## config.mk

```make
export PLATFORM = sky130hd
export DESIGN_NAME = vttc_top
export DESIGN_NICKNAME = d
export VERILOG_FILES = /design/src/rtl/vttc_pkg.sv /design/src/rtl/vttc_top.sv
export SDC_FILE = /design/constraint.sdc
export NUM_CORES = 1
export LEC_CHECK = 0
export BUFFER_PORTS_ARGS = -buffer_cell sky130_fd_sc_hd__buf_2
export CORE_ASPECT_RATIO = 1.4
export CORE_UTILIZATION = 55
export CTS_CLUSTER_SIZE = 40
export DETAILED_ROUTE_END_ITERATION = 12
export PLACE_DENSITY = 0.73
export SYNTH_ARGS = -nofsm -noshare
export SYNTH_HDL_FRONTEND = slang
export SYNTH_SLANG_ARGS = --single-unit
```

## constraint.sdc

```tcl
create_clock -name clk -period 3.6 [get_ports clk]
set_input_delay 0.36 -clock clk [delete_from_list [all_inputs] [get_ports clk]]
set_output_delay 0.36 -clock clk [all_outputs]
set_load 0.02 [all_outputs]
```

## src/rtl/vttc_pkg.sv

```systemverilog
// shared constants and carrier types for the vlan tag table control block
package vttc_pkg;

    // register byte offsets
    localparam logic [7:0] VTTC_OFF_CTRL     = 8'h00; // enables
    localparam logic [7:0] VTTC_OFF_VMAP     = 8'h04; // entry valid map
    localparam logic [7:0] VTTC_OFF_ACC_CNT  = 8'h08; // accepted tagged frames
    localparam logic [7:0] VTTC_OFF_DIS_CNT  = 8'h0c; // discarded tagged frames
    localparam logic [7:0] VTTC_OFF_CMD      = 8'hc0; // table command, write only
    localparam logic [7:0] VTTC_OFF_RSVD_A   = 8'hc4; // reserved slot a
    localparam logic [7:0] VTTC_OFF_RSVD_B   = 8'hc8; // reserved slot b

    // command register field positions
    localparam int VTTC_CMD_VID_LSB  = 0;  // identifier field low bit
    localparam int VTTC_CMD_VID_W    = 12; // identifier width
    localparam int VTTC_CMD_PRIO_LSB = 13; // priority field low bit
    localparam int VTTC_CMD_PRIO_W   = 3;  // priority width
    localparam int VTTC_CMD_IDX_LSB  = 16; // index field low bit
    localparam int VTTC_CMD_IDX_W    = 4;  // index width
    localparam int VTTC_CMD_ADD_BIT  = 21; // add when set, delete when clear
    localparam int VTTC_CMD_STRB     = 2;  // byte lane holding index/command

    // control register field positions
    localparam int VTTC_CTRL_TAG_EN  = 0;  // tag handling enable
    localparam int VTTC_CTRL_FILT_EN = 1;  // table filter enable

    // table geometry and reset values
    localparam int          VTTC_ENTRIES   = 16;    // table depth
    localparam int          VTTC_GLOBAL    = 0;     // global entry index
    localparam logic [31:0] VTTC_RST_WORD  = 32'h0; // register reset value

    // axi response codes
    localparam logic [1:0] VTTC_RESP_OKAY   = 2'h0; // accepted
    localparam logic [1:0] VTTC_RESP_SLVERR = 2'h2; // unmapped address

    // tag control information as carried in a tag header
    typedef struct packed {
        logic [2:0]  prio; // user priority
        logic        cfi;  // canonical format bit
        logic [11:0] vid;  // identifier
    } vttc_tci_type;

    // one table entry
    typedef struct packed {
        logic        valid; // entry holds an added tag
        logic [2:0]  prio;  // stored user priority
        logic [11:0] vid;   // stored identifier
    } vttc_entry_type;

endpackage : vttc_pkg

```

## src/rtl/vttc_top.sv

```systemverilog
// The placing of the registers and register access over AXI4-Lite were decided locally.
`timescale 1ns/10ps
`default_nettype none

module vttc_top
    import vttc_pkg::*;
#(
    parameter int ADDR_WIDTH = 8,  // axi address width
    parameter int CNT_WIDTH  = 32  // statistic counter width
) (
    // clock and reset
    input  wire  logic                    clk,
    input  wire  logic                    rst_n,
    // axi4-lite write address
    input  wire  logic [ADDR_WIDTH-1:0]   s_axi_awaddr,
    input  wire  logic                    s_axi_awvalid,
    output var   logic                    s_axi_awready,
    // axi4-lite write data
    input  wire  logic [31:0]             s_axi_wdata,
    input  wire  logic [3:0]              s_axi_wstrb,
    input  wire  logic                    s_axi_wvalid,
    output var   logic                    s_axi_wready,
    // axi4-lite write response
    output var   logic [1:0]              s_axi_bresp,
    output var   logic                    s_axi_bvalid,
    input  wire  logic                    s_axi_bready,
    // axi4-lite read address
    input  wire  logic [ADDR_WIDTH-1:0]   s_axi_araddr,
    input  wire  logic                    s_axi_arvalid,
    output var   logic                    s_axi_arready,
    // axi4-lite read data
    output var   logic [31:0]             s_axi_rdata,
    output var   logic [1:0]              s_axi_rresp,
    output var   logic                    s_axi_rvalid,
    input  wire  logic                    s_axi_rready,
    // receive path tag check
    input  wire  logic                    rx_tag_valid,
    input  wire  vttc_pkg::vttc_tci_type  rx_tag_tci,
    output var   logic                    rx_frame_accept,
    output var   logic                    rx_frame_discard,
    // transmit path tag build
    input  wire  logic                    tx_insert_req,
    input  wire  logic [3:0]              tx_insert_index,
    output var   vttc_pkg::vttc_tci_type  tx_tag_tci,
    output var   logic                    tx_tag_valid,
    output var   logic                    tx_tag_hit
);
    import vttc_pkg::*;

    // refuse geometries the decode and counters cannot serve
    if (ADDR_WIDTH < 8) begin : g_chk_addr
        $error("vttc_top: ADDR_WIDTH must be at least 8");
    end
    if (CNT_WIDTH < 1 || CNT_WIDTH > 32) begin : g_chk_cnt
        $error("vttc_top: CNT_WIDTH must be 1 to 32");
    end

    // write channel holding state
    logic                  aw_held_reg;   // write address captured
    logic                  w_held_reg;    // write data captured
    logic [ADDR_WIDTH-1:0] wr_addr_reg;   // captured write address
    logic [31:0]           wr_data_reg;   // captured write data
    logic [3:0]            wr_strb_reg;   // captured byte enables

    // block state
    vttc_entry_type        table_reg [VTTC_ENTRIES]; // tag table
    logic                  tag_en_reg;     // tag handling enable
    logic                  filt_en_reg;    // table filter enable
    logic [CNT_WIDTH-1:0]  acc_cnt_reg;    // accepted count, saturating
    logic [CNT_WIDTH-1:0]  dis_cnt_reg;    // discarded count, saturating

    // write decode
    wire wr_go     = aw_held_reg & w_held_reg & ~s_axi_bvalid;
    wire wr_is_ctl = wr_addr_reg == ADDR_WIDTH'(VTTC_OFF_CTRL);
    wire wr_is_cmd = wr_addr_reg == ADDR_WIDTH'(VTTC_OFF_CMD);
    wire wr_mapped = wr_is_ctl | wr_is_cmd
                   | (wr_addr_reg == ADDR_WIDTH'(VTTC_OFF_VMAP))
                   | (wr_addr_reg == ADDR_WIDTH'(VTTC_OFF_ACC_CNT))
                   | (wr_addr_reg == ADDR_WIDTH'(VTTC_OFF_DIS_CNT))
                   | (wr_addr_reg == ADDR_WIDTH'(VTTC_OFF_RSVD_A))
                   | (wr_addr_reg == ADDR_WIDTH'(VTTC_OFF_RSVD_B));

    // command fields, taken straight from the captured word
    wire        cmd_fire = wr_go & wr_is_cmd & wr_strb_reg[VTTC_CMD_STRB];
    wire [11:0] cmd_vid  = wr_data_reg[VTTC_CMD_VID_LSB +: VTTC_CMD_VID_W];
    wire [2:0]  cmd_prio = wr_data_reg[VTTC_CMD_PRIO_LSB +: VTTC_CMD_PRIO_W];
    wire [3:0]  cmd_idx  = wr_data_reg[VTTC_CMD_IDX_LSB +: VTTC_CMD_IDX_W];
    wire        cmd_add  = wr_data_reg[VTTC_CMD_ADD_BIT];
    wire        ctl_fire = wr_go & wr_is_ctl & wr_strb_reg[0];

    // per-entry match against the received tag
    logic [VTTC_ENTRIES-1:0] entry_match;  // entry accepts this tag
    logic [VTTC_ENTRIES-1:0] entry_valid;  // valid map for software
    for (genvar i = 0; i < VTTC_ENTRIES; i++) begin : g_match
        if (i == VTTC_GLOBAL) begin : g_global
            // global entry, once added, accepts every tagged frame
            assign entry_match[i] = table_reg[i].valid;
        end else begin : g_vlan
            // per-vlan entry matches identifier and priority
            assign entry_match[i] = table_reg[i].valid
                                  & (table_reg[i].vid == rx_tag_tci.vid)
                                  & (table_reg[i].prio == rx_tag_tci.prio);
        end
        assign entry_valid[i] = table_reg[i].valid;
    end

    // receive decision
    wire any_match  = |entry_match;
    wire filter_on  = tag_en_reg & filt_en_reg;
    wire rx_discard = rx_tag_valid & filter_on & ~any_match;
    wire rx_accept  = rx_tag_valid & ~rx_discard;

    // transmit entry selection
    vttc_entry_type tx_sel;  // entry chosen for insertion
    assign tx_sel = table_reg[tx_insert_index];

    // read decode
    logic [31:0] rd_word;    // data for the offered read address
    logic        rd_mapped;  // offered read address is a register
    always_comb begin
        rd_word   = VTTC_RST_WORD;
        rd_mapped = 1'b1;
        case (s_axi_araddr)
            ADDR_WIDTH'(VTTC_OFF_CTRL): begin
                rd_word[VTTC_CTRL_TAG_EN]  = tag_en_reg;
                rd_word[VTTC_CTRL_FILT_EN] = filt_en_reg;
            end
            ADDR_WIDTH'(VTTC_OFF_VMAP): begin
                rd_word[VTTC_ENTRIES-1:0] = entry_valid;
            end
            ADDR_WIDTH'(VTTC_OFF_ACC_CNT): begin
                rd_word[CNT_WIDTH-1:0] = acc_cnt_reg;
            end
            ADDR_WIDTH'(VTTC_OFF_DIS_CNT): begin
                rd_word[CNT_WIDTH-1:0] = dis_cnt_reg;
            end
            // command reads as zero, reserved slots read as zero
            ADDR_WIDTH'(VTTC_OFF_CMD): begin
                rd_word = VTTC_RST_WORD;
            end
            ADDR_WIDTH'(VTTC_OFF_RSVD_A),
            ADDR_WIDTH'(VTTC_OFF_RSVD_B): begin
                rd_word = VTTC_RST_WORD;
            end
            default: begin
                rd_mapped = 1'b0;
            end
        endcase
    end

    // write address and data capture, response
    always_ff @(posedge clk or negedge rst_n) begin
        if (!rst_n) begin
            aw_held_reg   <= 1'b0;
            w_held_reg    <= 1'b0;
            wr_addr_reg   <= '0;
            wr_data_reg   <= VTTC_RST_WORD;
            wr_strb_reg   <= 4'h0;
            s_axi_awready <= 1'b0;
            s_axi_wready  <= 1'b0;
            s_axi_bvalid  <= 1'b0;
            s_axi_bresp   <= VTTC_RESP_OKAY;
        end else begin
            // ready again once nothing is held
            s_axi_awready <= ~aw_held_reg & ~(s_axi_awvalid & s_axi_awready);
            s_axi_wready  <= ~w_held_reg & ~(s_axi_wvalid & s_axi_wready);
            if (s_axi_awvalid && s_axi_awready) begin
                aw_held_reg <= 1'b1;
                wr_addr_reg <= s_axi_awaddr;
            end
            if (s_axi_wvalid && s_axi_wready) begin
                w_held_reg  <= 1'b1;
                wr_data_reg <= s_axi_wdata;
                wr_strb_reg <= s_axi_wstrb;
            end
            // both halves held: act and answer on this edge
            if (wr_go) begin
                s_axi_bvalid <= 1'b1;
                s_axi_bresp  <= wr_mapped ? VTTC_RESP_OKAY : VTTC_RESP_SLVERR;
            end else if (s_axi_bvalid && s_axi_bready) begin
                s_axi_bvalid <= 1'b0;
                aw_held_reg  <= 1'b0;
                w_held_reg   <= 1'b0;
            end
        end
    end

    // read address and data
    always_ff @(posedge clk or negedge rst_n) begin
        if (!rst_n) begin
            s_axi_arready <= 1'b0;
            s_axi_rvalid  <= 1'b0;
            s_axi_rdata   <= VTTC_RST_WORD;
            s_axi_rresp   <= VTTC_RESP_OKAY;
        end else begin
            if (s_axi_arvalid && s_axi_arready) begin
                s_axi_arready <= 1'b0;
                s_axi_rvalid  <= 1'b1;
                s_axi_rdata   <= rd_word;
                s_axi_rresp   <= rd_mapped ? VTTC_RESP_OKAY : VTTC_RESP_SLVERR;
            end else if (s_axi_rvalid && s_axi_rready) begin
                s_axi_rvalid  <= 1'b0;
                s_axi_arready <= 1'b1;
            end else if (!s_axi_rvalid) begin
                s_axi_arready <= 1'b1;
            end
        end
    end

    // control register
    always_ff @(posedge clk or negedge rst_n) begin
        if (!rst_n) begin
            tag_en_reg  <= 1'b0;
            filt_en_reg <= 1'b0;
        end else if (ctl_fire) begin
            tag_en_reg  <= wr_data_reg[VTTC_CTRL_TAG_EN];
            filt_en_reg <= wr_data_reg[VTTC_CTRL_FILT_EN];
        end
    end

    // table add and delete, on the same edge that raises the write response
    always_ff @(posedge clk or negedge rst_n) begin
        if (!rst_n) begin
            for (int e = 0; e < VTTC_ENTRIES; e++) begin
                table_reg[e] <= '0;
            end
        end else if (cmd_fire) begin
            if (cmd_add) begin
                table_reg[cmd_idx] <= '{1'b1, cmd_prio, cmd_vid};
            end else begin
                table_reg[cmd_idx] <= '0;
            end
        end
    end

    // receive verdict and saturating statistics
    always_ff @(posedge clk or negedge rst_n) begin
        if (!rst_n) begin
            rx_frame_accept  <= 1'b0;
            rx_frame_discard <= 1'b0;
            acc_cnt_reg      <= '0;
            dis_cnt_reg      <= '0;
        end else begin
            rx_frame_accept  <= rx_accept;
            rx_frame_discard <= rx_discard;
            if (rx_accept && !(&acc_cnt_reg)) begin
                acc_cnt_reg <= acc_cnt_reg + 1'b1;
            end
            if (rx_discard && !(&dis_cnt_reg)) begin
                dis_cnt_reg <= dis_cnt_reg + 1'b1;
            end
        end
    end

    // transmit tag header build
    always_ff @(posedge clk or negedge rst_n) begin
        if (!rst_n) begin
            tx_tag_tci   <= '0;
            tx_tag_valid <= 1'b0;
            tx_tag_hit   <= 1'b0;
        end else begin
            tx_tag_valid <= tx_insert_req;
            if (tx_insert_req) begin
                tx_tag_tci <= '{tx_sel.prio, 1'b0, tx_sel.vid};
                tx_tag_hit <= tx_sel.valid;
            end
        end
    end

    vttc_entry_type entry_zero;  // global entry, watched by checks
    assign entry_zero = table_reg[VTTC_GLOBAL];
    wire [11:0] tx_sel_vid  = tx_sel.vid;
    wire [2:0]  tx_sel_prio = tx_sel.prio;
endmodule : vttc_top

`default_nettype wire

```

==> results of run 1 <==
## worst max-delay path, delay by kind of cell, from the launching register on
| family | cells | cell delay (ps) |
|---|---|---|
| xor+xnor | 1 | 160 |
| simple gates | 6 | 1920 |
| buf+inv | 1 | 230 |
| flops | 1 | 450 |
## through the flow
step / setup slack (ps) / util / instance area [um^2] / cells
2_1_floorplan: 1190 / - / 20900 / 1909
3_3_place_gp: 664 / 0.585 / 22000 / 2426
3_5_place_dp: 649 / 0.585 / 22000 / 2426
4_1_cts: 739 / 0.625 / 23500 / 2502
5_1_grt: 519 / 0.625 / 23500 / 2503
6_report: 678 / 0.625 / 23500 / 2504
## cell families (layout without fill, tap and decap cells)
group / count (synthesis) / count (layout) / synth area share
muxes: 163 / 163 / 0.132
adders and majority gates: 2 / 2 / 0.00119
DFF: 412 / 412 / 0.492
other: 1 / 5 / 0.000179
xor gates and xnor gates: 286 / 286 / 0.120
and+or+nand+nor: 582 / 582 / 0.136
buffers and inverters: 149 / 269 / 0.0397
AOI/OAI and AO/OA: 312 / 312 / 0.0788
## final timing paths
check,from,end,cells past startpoint
setup / recovery,acc_cnt_reg[17],acc_cnt_reg[30],8
min in group asynchronous,rst_n,table_reg[160],2
setup reg to reg,acc_cnt_reg[17],acc_cnt_reg[30],8
max in group asynchronous,rst_n,tx_tag_valid,3
hold / removal,s_axi_wstrb[0],wr_strb_reg[0],2
hold reg to reg,aw_held_reg,s_axi_awready,1
## layer usage
layer | share of wire | wire length, um
met5 | 0.00018 | 11
met4 | 0.082 | 4990
met1 | 0.36 | 22000
met3 | 0.069 | 4150
met2 | 0.48 | 29300
## layout by cell type (no fill, tap or decap), types with 3 or more instances in the layout
| cell | instances |
|---|---|
| a21oi_1 | 6 |
| a22oi_1 | 30 |
| and2_1 | 8 |
| and3_1 | 11 |
| and4_1 | 8 |
| buf_12 | 8 |
| buf_2 | 121 |
| buf_4 | 61 |
| bufinv_16 | 7 |
| clkbuf_1 | 6 |
| clkbuf_16 | 41 |
| clkbuf_8 | 10 |
| conb_1 | 3 |
| dfrtp_1 | 412 |
| dlygate4sd3_1 | 4 |
| inv_6 | 3 |
| mux2_1 | 19 |
| mux2_2 | 62 |
| mux4_2 | 82 |
| nand2_1 | 339 |
| nand3_1 | 35 |
| nand3b_1 | 4 |
| nand4_1 | 70 |
| nand4b_1 | 4 |
| nor2_1 | 20 |
| nor2b_1 | 6 |
| nor3_1 | 17 |
| nor3b_1 | 6 |
| nor4_1 | 25 |
| nor4_2 | 8 |
| o21ai_0 | 52 |
| o21ai_1 | 220 |
| xnor2_1 | 256 |
| xor2_1 | 30 |
## layout make-up
class | count | area [um^2] | share of cell area
Timing Repair Buffer | 195 | 1280 | 0.0545
Inverter | 2 | 7.51 | 0.000320
Multi-Input combinational cell | 1348 | 9800 | 0.418
Clock inverter | 15 | 272 | 0.0116
Antenna cell | 2 | 5.00 | 0.000213
Clock buffer | 57 | 1190 | 0.0506
Sequential cell | 412 | 10300 | 0.440
Tap cell | 473 | 592 | 0.0252
## where the power goes
part	switching, mW	internal (mW)	leakage (nW)
clock network	1.86	2.81	0.713
logic	1.08	0.493	3.50
registers	0.291	4.90	5.65
total	3.22	8.20	9.87
==> impl_metrics.tcl, run 1 <==
set metrics [dict create \
    syn_inst 1907 \
    finalWirelength_um 60500 \
    coreArea_um2 37500 \
    path_class "flop to flop" \
    crit_top_cell "and4_1" \
    period_share 0.812 \
    maxSlewViolCount 0 \
    start_kind "flop" \
    timing.hold.ws_ps 32.4 \
    setup_viol 0 \
    arrival_ps 3330 \
    crit_fanout 10 \
    cts.sink_count 412 \
    cp-end-kind "flop" \
    vdd_drop_max_v 0.000498 \
    die_h_um 233 \
    grt_pass1_wl_um 91900 \
    clk_latency_ps 560 \
    yosys_register_bits 412 \
    postCtsHoldBufs 4 \
    worst_pin_slew_ps 1140 \
    dieArea_um2 38900 \
    antenna_found_initial 3 \
    cts-resized-gates 0 \
    grt_use_met1 0.376 \
    cts_made_buffers 40 \
    outcome "finished, final reports clean" \
    yosys-top-cells-count "dfrtp_1 (412), nand2_1 (339), xnor2_1 (256), o21ai_1 (220), mux4_2 (82)" \
    clk_pin_slew_worst_paths_ps 70 \
    first_pass_iters 6 \
    powerDensity_nw_per_um2 487 \
    rsz0062_at_grt "no" \
    p_leak_nw 9.87 \
    gr-usage-all-layers 0.318 \
    power_mw 11.4 \
    post-dp-hpwl_um 44300 \
    yosysTopAreaCell "dfrtp_1" \
    fin_setup_tns_ps 0 \
    grt_pass1_vias 15300 \
    num_rows 84 \
    nFillCells 2911 \
    grt_util_met3 0.0486 \
    skew_ps 30.7 \
    fmax_ghz 0.342 \
    hold_path.class "input pin to flop" \
    synth_edf_count 0 \
    cpMaxStageDelayCell "dfrtp_1" \
    drc 0 \
    clk_path_buf_depth 3 \
    avgSynthCellArea_um2 11.0 \
    yosysSeqAreaShare 0.492 \
    initial_utilization 0.558 \
    hold_viol 0 \
    vias 15500 \
    die_w_um 167 \
    worstPathRequired_ps 4010 \
    cp_slowest_stage_delay_ps 450 \
    wl_per_cell_um 24.1 \
    grt_max_degree 108 \
    synthFlopType "dfrtp_1" \
    fin_crit_ps 2920 \
    overflow 0 \
    r2r_setup_slack_ps 680 \
    synth_cell_types 52 \
    async_reset_ff_frac 1.00 \
    tritoncts "built" \
    post_cts_buffers 0 \
    synthesis.area_um2 20900 \
    ios 142 \
    portBuffers 123 \
    syn_to_final_growth_pct 12.0 \
    yosysWarnings 0 \
    drive_gt1_frac 0.206 \
    drt_iter0_drc 1711 \
    path_cells "and4_1 -> and4_1 -> nor4b_4 -> nand4_1 -> nand2_2 -> buf_4 -> nor3_1 -> xor2_1" \
    yosysMostFrequentCell "dfrtp_1" \
    drt-vias-per-instance 6.18 \
    busiest_layer "met2" \
    cap_violations 0 \
    largest_reg_flops 225 \
    slew_headroom 0.240 \
    fin_nets 2082 \
    synth_top_area_share 0.492 \
    htreeDepth 2 \
    root_buffer "clkbuf_16" \
    use_met2 0.530 \
    antenna_left 0 \
    place.gp.congestion 1.05 \
    yosys-top-cells-area "dfrtp_1 (49%), xnor2_1 (11%), mux4_2 (8.8%)" \
]
Power figures use the tool's default switching activity.
==> run 2: changes to the inputs <==
--- a/config.mk
+++ b/config.mk
@@ -5,12 +5,13 @@
 export SDC_FILE = /design/constraint.sdc
 export NUM_CORES = 1
 export LEC_CHECK = 0
+export ABC_AREA = 1
 export BUFFER_PORTS_ARGS = -buffer_cell sky130_fd_sc_hd__buf_2
 export CORE_ASPECT_RATIO = 1.4
 export CORE_UTILIZATION = 55
 export CTS_CLUSTER_SIZE = 40
 export DETAILED_ROUTE_END_ITERATION = 12
-export PLACE_DENSITY = 0.73
+export PLACE_DENSITY = 0.72
 export SYNTH_ARGS = -nofsm -noshare
 export SYNTH_HDL_FRONTEND = slang
 export SYNTH_SLANG_ARGS = --single-unit
==> constraint.sdc (replaced) <==
create_clock -name clk -period 2.8 [get_ports clk]
set_input_delay 0.28 -clock clk [delete_from_list [all_inputs] [get_ports clk]]
set_output_delay 0.28 -clock clk [all_outputs]
set_load 0.02 [all_outputs]
==> run 2 against run 1 <==
  * Combinational power increased by 92%
  * Fmax grew 8.8%
  * Die area increased by 13%
  * Flip-flop and latch count unchanged
  * Clock power up 25%
  * Cell count rose by 57%
  * Power is 36% higher
  * Non-clock buffer count increased by 97
  * Critical endpoint is now dis_cnt_reg[24]
  * Largest cell class is now multi-input gates
  * Largest power group unchanged
==> impl_metrics.tcl, run 2 <==
set metrics [dict create \
    period_share 0.959 \
    antenna_found_initial 2 \
    root_buffer "clkbuf_16" \
    post-dp-hpwl_um 62700 \
    reg2reg_depth 11 \
    num_rows 89 \
    ff_latch_area_um2 10300 \
    clk_path_buf_depth 3 \
    hold_depth 4 \
    dieArea_um2 44100 \
    portBuffers 123 \
    largest_reg_flops 225 \
    grt_max_degree 90 \
    ios 142 \
    worstPathRequired_ps 3240 \
    place.gp.congestion 1.05 \
    drt_iter0_drc 2070 \
    outcome "finished, final reports clean" \
    drt-vias-per-instance 5.80 \
    yosysSeqAreaShare 0.434 \
    arrival_ps 3120 \
    fmax_ghz 0.372 \
    yosys-top-cells-count "nand2_1 (1,005), dfrtp_1 (412), inv_1 (361), nor2_1 (264), o21ai_0 (242)" \
    yosys_register_bits 412 \
    htreeDepth 2 \
    cp-end-kind "flop" \
    path_class "flop to flop" \
    wl_per_cell_um 22.5 \
    yosysMostFrequentCell "nand2_1" \
    worst_pin_slew_ps 809 \
    die_h_um 248 \
    drc 0 \
    fin_nets 3441 \
    cts.sink_count 412 \
    synth_cell_types 41 \
    rsz0062_at_grt "no" \
    hold_path.class "input pin to flop" \
    fin_crit_ps 2690 \
    grt_pass1_wl_um 132000 \
    yosys-top-cells-area "dfrtp_1 (43%), nand2_1 (16%), mux2i_1 (8.9%)" \
    pre_cts_ws_ps -84.8 \
    layout.cells.most_common "nand2_1" \
    synthesis.area_um2 23800 \
    synthFlopType "dfrtp_1" \
    crit_fanout 7 \
    final_cell_mix "nand2_1 (1,005), dfrtp_1 (412), inv_1 (360), nor2_1 (261), o21ai_0 (242)" \
    clk_pin_slew_worst_paths_ps 60 \
    avgSynthCellArea_um2 7.46 \
    synth_top_area_share 0.434 \
    slew_headroom 0.460 \
    cts_made_buffers 43 \
    cap_violations 0 \
    timing.hold.ws_ps 105 \
    syn_to_final_growth_pct 14.6 \
    clk_latency_ps 570 \
    coreArea_um2 42400 \
    fin_setup_tns_ps 0 \
    syn_inst 3185 \
    p_leak_nw 12.7 \
    finalWirelength_um 88300 \
    post_cts_buffers 0 \
    antenna_cells 0 \
    drive_gt1_frac 0.110 \
    gr-usage-all-layers 0.407 \
    tritoncts "built" \
    final_core_util 0.642 \
    initial_utilization 0.560 \
    yosysTopAreaCell "dfrtp_1" \
    synth_edf_count 0 \
    hold_viol 0 \
    first_pass_iters 8 \
    multi_input_area_um2 11200 \
    antenna_left 0 \
    start_kind "flop" \
    powerDensity_nw_per_um2 571 \
    skew_ps 26.0 \
    vias 22800 \
    async_reset_ff_frac 1.00 \
    grt_pass1_vias 22500 \
    maxSlewViolCount 0 \
    nFillCells 3703 \
    setup_viol 0 \
    overflow 0 \
    die_w_um 178 \
    layout_setup_ws_ps 114 \
    yosysWarnings 0 \
    vdd_drop_max_v 0.000737 \
]
[run 2: kinds of logic (layout without fill, tap and decap cells)]
logic type	after synthesis	in the layout	synth area share
other	1	3	0.000158
and+or+nand+nor	1475	1476	0.254
buffers and inverters	548	745	0.0966
muxes	214	214	0.0902
adders and majority gates	2	2	0.00105
AOI/OAI and AO/OA	517	517	0.118
DFF	412	412	0.434
xor gates and xnor gates	16	16	0.00590
[run 2: report_power, final]
group          internal (mW)  total [mW]  leakage, nW  switching [mW]
Combinational          0.870        3.01         6.47            2.14
Sequential              6.36        6.72         5.56           0.362
Clock                   3.35        5.84        0.678            2.48
[run 2: metrics by stage]
step / power, mW / cell area (um^2) / cells
global route: 16.1 / 27200 / 3931
CTS: 15.5 / 27200 / 3930
finish: 15.6 / 27200 / 3931
floorplan: 8.37 / 23800 / 3187
global placement: 9.63 / 25500 / 3825
detailed placement: 9.70 / 25500 / 3825
[run 2: critical path: stages (launching register included)]
cell	delay, ps
dfrtp_1	450
ha_1	230
nand2_1	60
nor2_1	170
nand3_1	140
nor2_2	160
nand3_1	160
nor2_1	130
nand4_1	430
nor2_4	370
nand2_1	100
xor2_1	150
[run 2: cell type report]
| class | instances | share of cell area |
|---|---|---|
| multi-input cells | 2228 | 0.411 |
| flip-flops and latches | 412 | 0.378 |
| repair buffers | 292 | 0.0818 |
| inverters | 381 | 0.0526 |
| clock buffers | 60 | 0.0456 |
| well taps | 546 | 0.0251 |
| clock inverters | 12 | 0.00514 |
[run 2: final timing paths]
check | start | end | slack [ps]
max | dis_cnt_reg[1] | dis_cnt_reg[24] | 110
min reg2reg | wr_data_reg[7] | wr_data_reg[7] | 480
min | s_axi_awvalid | wr_addr_reg[4] | 100
max reg2reg | dis_cnt_reg[1] | dis_cnt_reg[24] | 110
max in group asynchronous | rst_n | table_reg[33] | 1570
min in group asynchronous | rst_n | s_axi_rvalid | 280
[run 2: what timing repair did]
action,4_1_cts,5_1_grt
endpoints found under the hold margin,94,0
endpoints found under the setup margin,0,28
gates resized for setup,0,3
hold buffers,33,0
[run 2: metal layers]
| layer | routed length (um) | track usage | vias up | part of all wire |
|---|---|---|---|---|
| met4 | 8310 | 0.334 | 2 | 0.094 |
| met1 | 31900 | 0.457 | 10800 | 0.36 |
| met2 | 41600 | 0.676 | 1091 | 0.47 |
| met3 | 6480 | 0.0714 | 367 | 0.073 |
| li1 | - | - | 10500 | - |
| met5 | 10 | 0 | - | 0.00011 |
